===== src/inc/sqs_pkg.sv =====
// sqs_pkg: constants for the global qos / storm / switch-mii register bank.
// assumes a 25 MHz pclk and APB with 32-bit data; registers use the low byte.
package sqs_pkg;

  // register indexes; byte address is four times the index
  localparam logic [7:0]  IDX_QUEUE_SCHED_MIRROR = 8'h05;
  localparam logic [7:0]  IDX_MII_LINK_STORM_HI  = 8'h06;
  localparam logic [7:0]  IDX_STORM_THRESHOLD_LO = 8'h07;
  localparam logic [7:0]  IDX_STORM_PORT_CTRL    = 8'h20;
  localparam logic [7:0]  IDX_STORM_PORT_STATUS  = 8'h21;
  localparam int          ADDR_LSB               = 2;

  // queue_sched_mirror_ctrl fields
  localparam int          SCHED_MSB              = 3;
  localparam int          SCHED_LSB              = 2;
  localparam int          MIRROR_AND_BIT         = 0;
  localparam logic [7:0]  QSM_RESET              = 8'h00;
  localparam logic [7:0]  QSM_WMASK              = 8'hFF;

  // mii_link_storm_hi_ctrl fields
  localparam int          BACKPRESSURE_BIT       = 7;
  localparam int          HALF_DUPLEX_BIT        = 6;
  localparam int          PAUSE_BIT              = 5;
  localparam int          SLOW_SPEED_BIT         = 4;
  localparam int          NULL_VID_BIT           = 3;
  localparam int          THR_HI_MSB             = 2;
  localparam logic [7:0]  MLS_RESET              = 8'h00;

  // storm threshold
  localparam logic [7:0]  THR_LO_RESET           = 8'h4A;
  localparam int          THR_W                  = 11;

  // storm port control: per-port enables and multicast exclusion
  localparam int          NPORT                  = 5;
  localparam int          MC_EXCL_BIT            = 7;
  localparam logic [7:0]  SPC_RESET              = 8'h80;

  // scheduling modes and interleave ratios
  localparam logic [1:0]  SCHED_STRICT           = 2'b00;
  localparam logic [1:0]  SCHED_10_1             = 2'b01;
  localparam logic [1:0]  SCHED_5_1              = 2'b10;
  localparam logic [1:0]  SCHED_2_1              = 2'b11;
  localparam logic [3:0]  RATIO_10               = 4'hA;
  localparam logic [3:0]  RATIO_5                = 4'h5;
  localparam logic [3:0]  RATIO_2                = 4'h2;

  // storm windows
  localparam int          CLK_HZ                 = 25_000_000;
  localparam int          WIN_FAST_MS            = 50;
  localparam int          WIN_SLOW_MS            = 500;
  localparam int          WIN_FAST_CYC           = CLK_HZ / 1000 * WIN_FAST_MS;
  localparam int          WIN_SLOW_CYC           = CLK_HZ / 1000 * WIN_SLOW_MS;
  localparam int          WIN_CNT_W              = 24;

endpackage


===== src/hdl/sqs_storm_port.sv =====
// sqs_storm_port: one ingress port's broadcast-storm block counter.
// assumes per-frame strobes from the port's receive path, all on pclk.
`timescale 1ns/1ps
module sqs_storm_port
  import sqs_pkg::*;
(
  input  wire logic             pclk,       // clock
  input  wire logic             presetn,    // async reset, low
  input  wire logic             enable,     // storm limiting on for port
  input  wire logic             mc_excl,    // count broadcast only
  input  wire logic [THR_W-1:0] threshold,  // blocks per window
  input  wire logic             win_tick,   // window boundary pulse
  input  wire logic             sof,        // frame start pulse
  input  wire logic             bcast,      // all-ones destination
  input  wire logic             mcast,      // multicast bit set
  input  wire logic             blk,        // one 64-byte block received
  output logic                  drop,       // current frame dropped
  output logic                  limiting    // count reached threshold
);

  logic [THR_W-1:0] blk_cnt;
  logic             storm_frame;
  logic             is_storm;

  assign is_storm = bcast | (mcast & ~mc_excl);

  always_ff @(posedge pclk or negedge presetn) begin
    if (!presetn) begin
      storm_frame <= 1'b0;
      drop        <= 1'b0;
    end else if (sof) begin
      storm_frame <= enable & is_storm;
      drop        <= enable & is_storm & (blk_cnt >= threshold);
    end
  end

  always_ff @(posedge pclk or negedge presetn) begin
    if (!presetn) begin
      blk_cnt <= '0;
    end else if (win_tick) begin
      blk_cnt <= '0;
    end else if (blk && storm_frame && !drop && blk_cnt != {THR_W{1'b1}}) begin
      blk_cnt <= blk_cnt + THR_W'(1);
    end
  end

  always_ff @(posedge pclk or negedge presetn) begin
    if (!presetn) begin
      limiting <= 1'b0;
    end else begin
      limiting <= enable & (blk_cnt >= threshold);
    end
  end

endmodule


===== src/hdl/sqs_global_ctrl.sv =====
// sqs_global_ctrl: global qos, mirror, switch-mii and storm control bank.
// assumes an APB master on pclk and receive/egress strobes on the same clock.
`timescale 1ns/1ps
module sqs_global_ctrl
  import sqs_pkg::*;
#(
  parameter int WIN_FAST = WIN_FAST_CYC,       // 50 ms in pclk cycles
  parameter int WIN_SLOW = WIN_SLOW_CYC        // 500 ms in pclk cycles
)(
  input  wire logic             pclk,          // clock, 25 MHz
  input  wire logic             presetn,       // async reset, low
  input  wire logic             psel,          // apb select
  input  wire logic             penable,       // apb access phase
  input  wire logic             pwrite,        // apb write
  input  wire logic [11:0]      paddr,         // apb byte address
  input  wire logic [31:0]      pwdata,        // apb write data
  output logic                  pready,        // apb ready
  output logic [31:0]           prdata,        // apb read data
  output logic                  pslverr,       // apb error, unmapped
  input  wire logic             duplex_strap_pin, // strap: half duplex
  input  wire logic             pause_strap_pin,  // strap: pause on
  input  wire logic             speed_strap_pin,  // strap: slow speed
  output logic                  mii_backpressure, // mii back pressure on
  output logic                  mii_half_duplex,  // mii half duplex
  output logic                  mii_pause_en,     // mii pause flow ctrl
  output logic                  mii_slow_speed,   // mii 10 Mbps
  input  wire logic             sched_req,     // egress slot free, pulse
  input  wire logic             hi_pend,       // high queue has frame
  input  wire logic             lo_pend,       // low queue has frame
  output logic                  grant_hi,      // send high frame, pulse
  output logic                  grant_lo,      // send low frame, pulse
  input  wire logic             mir_check,     // mirror check, pulse
  input  wire logic             mir_src_match, // source is monitored
  input  wire logic             mir_dst_match, // destination monitored
  output logic                  mir_hit,       // frame to be mirrored
  input  wire logic             tag_valid,     // received tag, pulse
  input  wire logic [11:0]      rx_vlan_ident, // received vlan ident
  input  wire logic [11:0]      port_vlan_ident, // ingress default ident
  output logic [11:0]           out_vlan_ident,  // resulting ident
  output logic                  out_tag_valid,   // ident valid, pulse
  input  wire logic [NPORT-1:0] port_slow_speed, // port runs 10 Mbps
  input  wire logic [NPORT-1:0] rx_sof,        // frame start per port
  input  wire logic [NPORT-1:0] rx_bcast,      // all-ones destination
  input  wire logic [NPORT-1:0] rx_mcast,      // multicast bit set
  input  wire logic [NPORT-1:0] rx_blk,        // 64-byte block per port
  output logic [NPORT-1:0]      storm_drop     // drop current frame
);

  logic [7:0]       queue_sched_mirror_ctrl;
  logic [7:0]       mii_link_storm_hi_ctrl;
  logic [7:0]       storm_threshold_lo;
  logic [7:0]       storm_port_ctrl;
  logic [NPORT-1:0] port_limiting;
  logic             strap_done;
  logic [7:0]       idx;
  logic             setup;
  logic             wr_en;
  logic             mapped;
  logic [7:0]       rd_mux;
  logic [THR_W-1:0] threshold;
  logic [WIN_CNT_W-1:0] fast_cnt;
  logic [WIN_CNT_W-1:0] slow_cnt;
  logic             fast_tick;
  logic             slow_tick;
  logic [3:0]       hi_cnt;
  logic [3:0]       ratio;
  logic             lo_turn;

  assign idx   = paddr[ADDR_LSB+7:ADDR_LSB];
  assign setup = psel & ~penable;
  assign wr_en = psel & penable & pready & pwrite & ~pslverr;

  always_comb begin
    mapped = 1'b1;
    rd_mux = 8'h00;
    unique case (idx)
      IDX_QUEUE_SCHED_MIRROR: rd_mux = queue_sched_mirror_ctrl;
      IDX_MII_LINK_STORM_HI:  rd_mux = mii_link_storm_hi_ctrl;
      IDX_STORM_THRESHOLD_LO: rd_mux = storm_threshold_lo;
      IDX_STORM_PORT_CTRL:    rd_mux = storm_port_ctrl;
      IDX_STORM_PORT_STATUS:  rd_mux = {3'h0, port_limiting};
      default:                mapped = 1'b0;
    endcase
    if (paddr[ADDR_LSB-1:0] != 2'b00) begin
      mapped = 1'b0;
    end
    // upper address bits would otherwise alias the map
    if (paddr[11:ADDR_LSB+8] != 2'b00) begin
      mapped = 1'b0;
    end
  end

  // one wait-free access: answer prepared in the setup cycle
  always_ff @(posedge pclk or negedge presetn) begin
    if (!presetn) begin
      pready  <= 1'b0;
      pslverr <= 1'b0;
    end else begin
      pready  <= setup;
      pslverr <= setup & ~mapped;
    end
  end

  // read data held until the next setup; errors read as zero
  always_ff @(posedge pclk or negedge presetn) begin
    if (!presetn) begin
      prdata <= 32'h0000_0000;
    end else if (setup && !pwrite && mapped) begin
      prdata <= {24'h00_0000, rd_mux};
    end else if (setup) begin
      prdata <= 32'h0000_0000;
    end
  end

  always_ff @(posedge pclk or negedge presetn) begin
    if (!presetn) begin
      queue_sched_mirror_ctrl <= QSM_RESET;
    end else if (wr_en && idx == IDX_QUEUE_SCHED_MIRROR) begin
      queue_sched_mirror_ctrl <= pwdata[7:0] & QSM_WMASK;
    end
  end

  // straps sampled once, first edge after reset release;
  // a write on that same edge wins over the strap.
  always_ff @(posedge pclk or negedge presetn) begin
    if (!presetn) begin
      strap_done <= 1'b0;
    end else begin
      strap_done <= 1'b1;
    end
  end

  always_ff @(posedge pclk or negedge presetn) begin
    if (!presetn) begin
      mii_link_storm_hi_ctrl <= MLS_RESET;
    end else if (wr_en && idx == IDX_MII_LINK_STORM_HI) begin
      mii_link_storm_hi_ctrl <= pwdata[7:0];
    end else if (!strap_done) begin
      mii_link_storm_hi_ctrl[HALF_DUPLEX_BIT] <= duplex_strap_pin;
      mii_link_storm_hi_ctrl[PAUSE_BIT]       <= pause_strap_pin;
      mii_link_storm_hi_ctrl[SLOW_SPEED_BIT]  <= speed_strap_pin;
    end
  end

  always_ff @(posedge pclk or negedge presetn) begin
    if (!presetn) begin
      storm_threshold_lo <= THR_LO_RESET;
    end else if (wr_en && idx == IDX_STORM_THRESHOLD_LO) begin
      storm_threshold_lo <= pwdata[7:0];
    end
  end

  always_ff @(posedge pclk or negedge presetn) begin
    if (!presetn) begin
      storm_port_ctrl <= SPC_RESET;
    end else if (wr_en && idx == IDX_STORM_PORT_CTRL) begin
      storm_port_ctrl <= {pwdata[MC_EXCL_BIT], 2'b00, pwdata[NPORT-1:0]};
    end
  end

  // mii link controls follow the register one cycle later
  // back pressure enable
  always_ff @(posedge pclk or negedge presetn) begin
    if (!presetn) begin
      mii_backpressure <= 1'b0;
    end else begin
      mii_backpressure <= mii_link_storm_hi_ctrl[BACKPRESSURE_BIT];
    end
  end

  always_ff @(posedge pclk or negedge presetn) begin
    if (!presetn) begin
      mii_half_duplex <= 1'b0;
    end else begin
      mii_half_duplex <= mii_link_storm_hi_ctrl[HALF_DUPLEX_BIT];
    end
  end

  always_ff @(posedge pclk or negedge presetn) begin
    if (!presetn) begin
      mii_pause_en <= 1'b0;
    end else begin
      mii_pause_en <= mii_link_storm_hi_ctrl[PAUSE_BIT];
    end
  end

  always_ff @(posedge pclk or negedge presetn) begin
    if (!presetn) begin
      mii_slow_speed <= 1'b0;
    end else begin
      mii_slow_speed <= mii_link_storm_hi_ctrl[SLOW_SPEED_BIT];
    end
  end

  always_comb begin
    unique case (queue_sched_mirror_ctrl[SCHED_MSB:SCHED_LSB])
      SCHED_STRICT: ratio = 4'h0;
      SCHED_10_1:   ratio = RATIO_10;
      SCHED_5_1:    ratio = RATIO_5;
      SCHED_2_1:    ratio = RATIO_2;
    endcase
  end

  // strict mode never yields to low while high waits
  assign lo_turn = (ratio != 4'h0) && (hi_cnt >= ratio);

  always_ff @(posedge pclk or negedge presetn) begin
    if (!presetn) begin
      grant_hi <= 1'b0;
      grant_lo <= 1'b0;
      hi_cnt   <= 4'h0;
    end else begin
      grant_hi <= 1'b0;
      grant_lo <= 1'b0;
      if (sched_req) begin
        // low frame after ratio high frames
        if (hi_pend && !(lo_pend && lo_turn)) begin
          grant_hi <= 1'b1;
          if (hi_cnt < RATIO_10) begin
            hi_cnt <= hi_cnt + 4'h1;
          end
        end else if (lo_pend) begin
          grant_lo <= 1'b1;
          hi_cnt   <= 4'h0;
        end
      end
    end
  end

  always_ff @(posedge pclk or negedge presetn) begin
    if (!presetn) begin
      mir_hit <= 1'b0;
    end else if (mir_check) begin
      if (queue_sched_mirror_ctrl[MIRROR_AND_BIT]) begin
        mir_hit <= mir_src_match & mir_dst_match;
      end else begin
        mir_hit <= mir_src_match | mir_dst_match;
      end
    end
  end

  always_ff @(posedge pclk or negedge presetn) begin
    if (!presetn) begin
      out_tag_valid <= 1'b0;
    end else begin
      out_tag_valid <= tag_valid;
    end
  end

  // ident held between tags so the egress side may read it late
  always_ff @(posedge pclk or negedge presetn) begin
    if (!presetn) begin
      out_vlan_ident <= 12'h000;
    end else if (tag_valid) begin
      if (mii_link_storm_hi_ctrl[NULL_VID_BIT] && rx_vlan_ident == 12'h000) begin
        out_vlan_ident <= port_vlan_ident;
      end else begin
        out_vlan_ident <= rx_vlan_ident;
      end
    end
  end

  assign threshold = {mii_link_storm_hi_ctrl[THR_HI_MSB:0], storm_threshold_lo};

  // 50 ms and 500 ms window pulses
  always_ff @(posedge pclk or negedge presetn) begin
    if (!presetn) begin
      fast_cnt  <= '0;
      fast_tick <= 1'b0;
    end else if (fast_cnt == WIN_CNT_W'(WIN_FAST - 1)) begin
      fast_cnt  <= '0;
      fast_tick <= 1'b1;
    end else begin
      fast_cnt  <= fast_cnt + WIN_CNT_W'(1);
      fast_tick <= 1'b0;
    end
  end

  always_ff @(posedge pclk or negedge presetn) begin
    if (!presetn) begin
      slow_cnt  <= '0;
      slow_tick <= 1'b0;
    end else if (slow_cnt == WIN_CNT_W'(WIN_SLOW - 1)) begin
      slow_cnt  <= '0;
      slow_tick <= 1'b1;
    end else begin
      slow_cnt  <= slow_cnt + WIN_CNT_W'(1);
      slow_tick <= 1'b0;
    end
  end

  for (genvar p = 0; p < NPORT; p++) begin : g_port
    sqs_storm_port u_port (
      .pclk      (pclk),
      .presetn   (presetn),
      .enable    (storm_port_ctrl[p]),
      .mc_excl   (storm_port_ctrl[MC_EXCL_BIT]),
      .threshold (threshold),
      .win_tick  (port_slow_speed[p] ? slow_tick : fast_tick),
      .sof       (rx_sof[p]),
      .bcast     (rx_bcast[p]),
      .mcast     (rx_mcast[p]),
      .blk       (rx_blk[p]),
      .drop      (storm_drop[p]),
      .limiting  (port_limiting[p])
    );
  end

endmodule


===== config.mk =====
export PLATFORM = sky130hd
export DESIGN_NAME = sqs_global_ctrl
export DESIGN_NICKNAME = d
export VERILOG_FILES = /design/src/inc/sqs_pkg.sv /design/src/hdl/sqs_storm_port.sv /design/src/hdl/sqs_global_ctrl.sv
export SDC_FILE = /design/constraint.sdc
export NUM_CORES = 1
export LEC_CHECK = 0
export BUFFER_PORTS_ARGS = -buffer_cell sky130_fd_sc_hd__clkbuf_2
export CORE_MARGIN = 3
export CORE_UTILIZATION = 45
export DETAILED_ROUTE_END_ITERATION = 8
export PLACE_DENSITY = 0.77
export SLEW_MARGIN = 20
export SYNTH_ARGS = -nofsm -noshare
export SYNTH_HDL_FRONTEND = slang
export SYNTH_HIERARCHICAL = 1
export SYNTH_SLANG_ARGS = --single-unit

===== constraint.sdc =====
create_clock -name pclk -period 3 [get_ports pclk]
set_clock_uncertainty 0.2 [all_clocks]
set_input_delay 0.15 -clock pclk [delete_from_list [all_inputs] [get_ports pclk]]
set_output_delay 0.15 -clock pclk [all_outputs]
set_load 0.02 [all_outputs]

==> flow_metrics.env <==
export IMPL_arrival_ns=3.08
export IMPL_finalWeightedCongestion=0.839
export IMPL_cts_sinks=185
export IMPL_vias=8673
export IMPL_grt_start_max_net_pins=90
export IMPL_grt_overflow=0
export IMPL_io_buffers=118
export IMPL_netlist_area_leader_share=0.422
export IMPL_outcome="completed"
export IMPL_hp_start="rx_blk[4]"
export IMPL_seq_area_frac_synth=0.432
export IMPL_max_freq_mhz=344
export IMPL_fp_row_count=55
export IMPL_post_route_min_period_ns=2.91
export IMPL_timing_final_crit_share=0.970
export IMPL_clkTransAtPathRegs_ns=0.07
export IMPL_yosysTopAreaCell="dfrtp_1"
export IMPL_drc_errors=0
export IMPL_use_met3=0.0359
export IMPL_die_x_microns=160
export IMPL_core_area_sq_um=23100
export IMPL_via_per_inst=5.46
export IMPL_tightest_slew_ns=0.738
export IMPL_maxSlewHeadroom=0.508
export IMPL_use_met1=0.256
export IMPL_grt_first_pass_wirelength_microns=42300
export IMPL_dr_pass1_iters=5
export IMPL_ios=167
export IMPL_synth_async_reset_ratio=1.00
export IMPL_grt_busiest_layer="met2"
export IMPL_peakVddDrop_uv=333
export IMPL_clk_latency_ns=0.43
export IMPL_synth_distinct_cells=55
export IMPL_grt_use_met2=0.334
export IMPL_end_kind="flop"
export IMPL_die_h_microns=160
export IMPL_report_final_slew_viol_count=0
export IMPL_synthCells=1077
export IMPL_ctsHoldBuffers=71
export IMPL_r2r_start="mii_link_storm_hi_ctrl[2]"
export IMPL_grt_total_usage=0.198
export IMPL_required_ns=3.17
export IMPL_synth_avg_cell_area_sq_um=9.97
export IMPL_diodes=0
export IMPL_drive_gt1_frac=0.190
export IMPL_p_total_mw=5.31
export IMPL_design_die_area_sq_um=25800
export IMPL_grt_pass1_vias=8620
export IMPL_crit_type="flop to flop"
export IMPL_postCtsSetupBuffers=0
export IMPL_ys_top_cells_by_area="dfrtp_1, ha_1, mux2_2"
export IMPL_multiInputGateArea_sq_um=5540
export IMPL_yosysWarnings=6
export IMPL_wl_per_cell_microns=16.0
export IMPL_dp_cells=1486
export IMPL_cts_root_buffer="clkbuf_16"
export IMPL_rsz0062_at_grt="false"
export IMPL_htree_levels=4
export IMPL_setup_viol=0
export IMPL_fillCellCount=1913
export IMPL_area_growth_pct=19.2
export IMPL_finalSetupTns_ns=0
export IMPL_final_common_cell="dfrtp_1"
export IMPL_final_nets=1438
export IMPL_wirelength_microns=25400
export IMPL_initialDrtViolationCount=564
export IMPL_p_leak_nw=5.93
export IMPL_synth_edff_count=0
export IMPL_ys_ff_latch=185
export IMPL_ys_flop_type="dfrtp_1"
export IMPL_start_util=0.466
export IMPL_instances_no_fill=1589
export IMPL_ant_nets=0
export IMPL_finalHoldViolations=0
export IMPL_cts_made_buffers=17
export IMPL_power_density_nw_per_um2=414
export IMPL_start_kind="flop"
export IMPL_hold_class="input pin to flop"
export IMPL_antenna_found_initial=0
export IMPL_clockBufferDepth=2
export IMPL_startpoint="mii_link_storm_hi_ctrl[2]"
export IMPL_cts_tree="yes"
export IMPL_dp_hpwl_microns=17200
export IMPL_worstPathMaxFanout=7
export IMPL_drv_cap=0
export IMPL_cts_resized=0
export IMPL_synth_cell_area_sq_um=10700
export IMPL_most_common_layout_cells="dfrtp_1, clkbuf_2, nor2_1, inv_1, dlygate4sd3_1"
export IMPL_seqCellArea_sq_um=4630
## registers in the layout (all words and copies together), names as in the netlist, 6 cells and up
name,count
g_port.u_port/blk_cnt,55
fast_cnt,24
slow_cnt,24
out_vlan_ident,12
mii_link_storm_hi_ctrl,8
prdata,8
queue_sched_mirror_ctrl,8
storm_threshold_lo,8
storm_port_ctrl,6
## synth_stat cells (all sizes together), types with 3 or more instances
| library cell | number |
|---|---|
| nand3 | 58 |
| and3 | 34 |
| nand2 | 67 |
| a2111oi | 5 |
| nor2b | 23 |
| a22oi | 13 |
| nor3 | 18 |
| nand3b | 6 |
| mux2i | 10 |
| and4b | 6 |
| xnor2 | 24 |
| a31o | 15 |
| dfstp | 4 |
| xor2 | 27 |
| a21o | 11 |
| a31oi | 10 |
| o21ai | 22 |
| nor2 | 104 |
| and2 | 10 |
| nor4 | 17 |
| o21bai | 5 |
| mux2 | 50 |
| clkbuf | 9 |
| inv | 78 |
| nand2b | 11 |
| o21a | 6 |
| ha | 67 |
| a311oi | 5 |
| and4 | 6 |
| buf | 41 |
| nor3b | 3 |
| nor4b | 4 |
| nand4 | 25 |
| a22o | 9 |
| a21oi | 61 |
| a221o | 5 |
| dfrtp | 181 |
| a41oi | 17 |
## final timing paths
check	to	slack, ns	cells past startpoint
max in group asynchronous	g_port[4].u_port/blk_cnt[7]	1.63	3
setup reg to reg	g_port[3].u_port/drop	0.09	7
setup / recovery	g_port[3].u_port/drop	0.09	7
min in group asynchronous	fast_cnt[16]	0.15	2
hold reg to reg	mii_pause_en	0.20	0
hold / removal	g_port[4].u_port/blk_cnt[2]	0.02	3
## where the power goes
part / total (mW) / internal (mW) / switching, mW
logic: 0.436 / 0.190 / 0.246
clock network: 2.28 / 1.26 / 1.02
registers: 2.59 / 2.54 / 0.0485
## routing by layer
layer  vias up  share of wire
met5         -              0
met4         0          0.027
met3        56          0.041
met2       237           0.49
met1      4195           0.44
li1       4185              -
## through the flow
step | area, sq um | utilization | setup WS (ns) | hold slack [ns]
floorplan | 10800 | - | 1.05 | -0.346
global placement | 11500 | 0.499 | 0.788 | 0.0625
detailed placement | 11500 | 0.499 | 0.744 | 0.0664
CTS | 12800 | 0.555 | 0.215 | 0.00184
global route | 12800 | 0.555 | 0.0583 | 0.0168
finish | 12800 | 0.555 | 0.0896 | 0.0174
## kinds of logic (layout without fill, tap and decap cells)
kind of cell / after synthesis / after routing / synth area share
buffers and inverters: 128 / 304 / 0.0609
AO/OA/AOI/OAI: 188 / 188 / 0.127
AND/OR/NAND/NOR: 396 / 396 / 0.198
other: 2 / 25 / 0.000699
adder cells (fa/ha/maj): 67 / 67 / 0.0781
flip-flops: 185 / 185 / 0.432
multiplexers: 60 / 60 / 0.0618
XOR/XNOR: 51 / 51 / 0.0416
## critical path: stages, from the launching register on
cell           delay (ns)
dfrtp_1              0.57
inv_1                0.10
ha_1                 0.32
and3_1               0.20
nand3_1              0.11
dlygate4sd3_1        0.59
o21ai_0              0.19
dlygate4sd3_1        0.58
## final cells by class
type / instances / share of cell area
Tap cell: 313 / 0.0306
Sequential cell: 185 / 0.362
Inverter: 78 / 0.0229
Multi-Input combinational cell: 787 / 0.432
Clock inverter: 13 / 0.0122
Timing Repair Buffer: 194 / 0.106
Clock buffer: 19 / 0.0338
(Power assumes the default switching activity.)
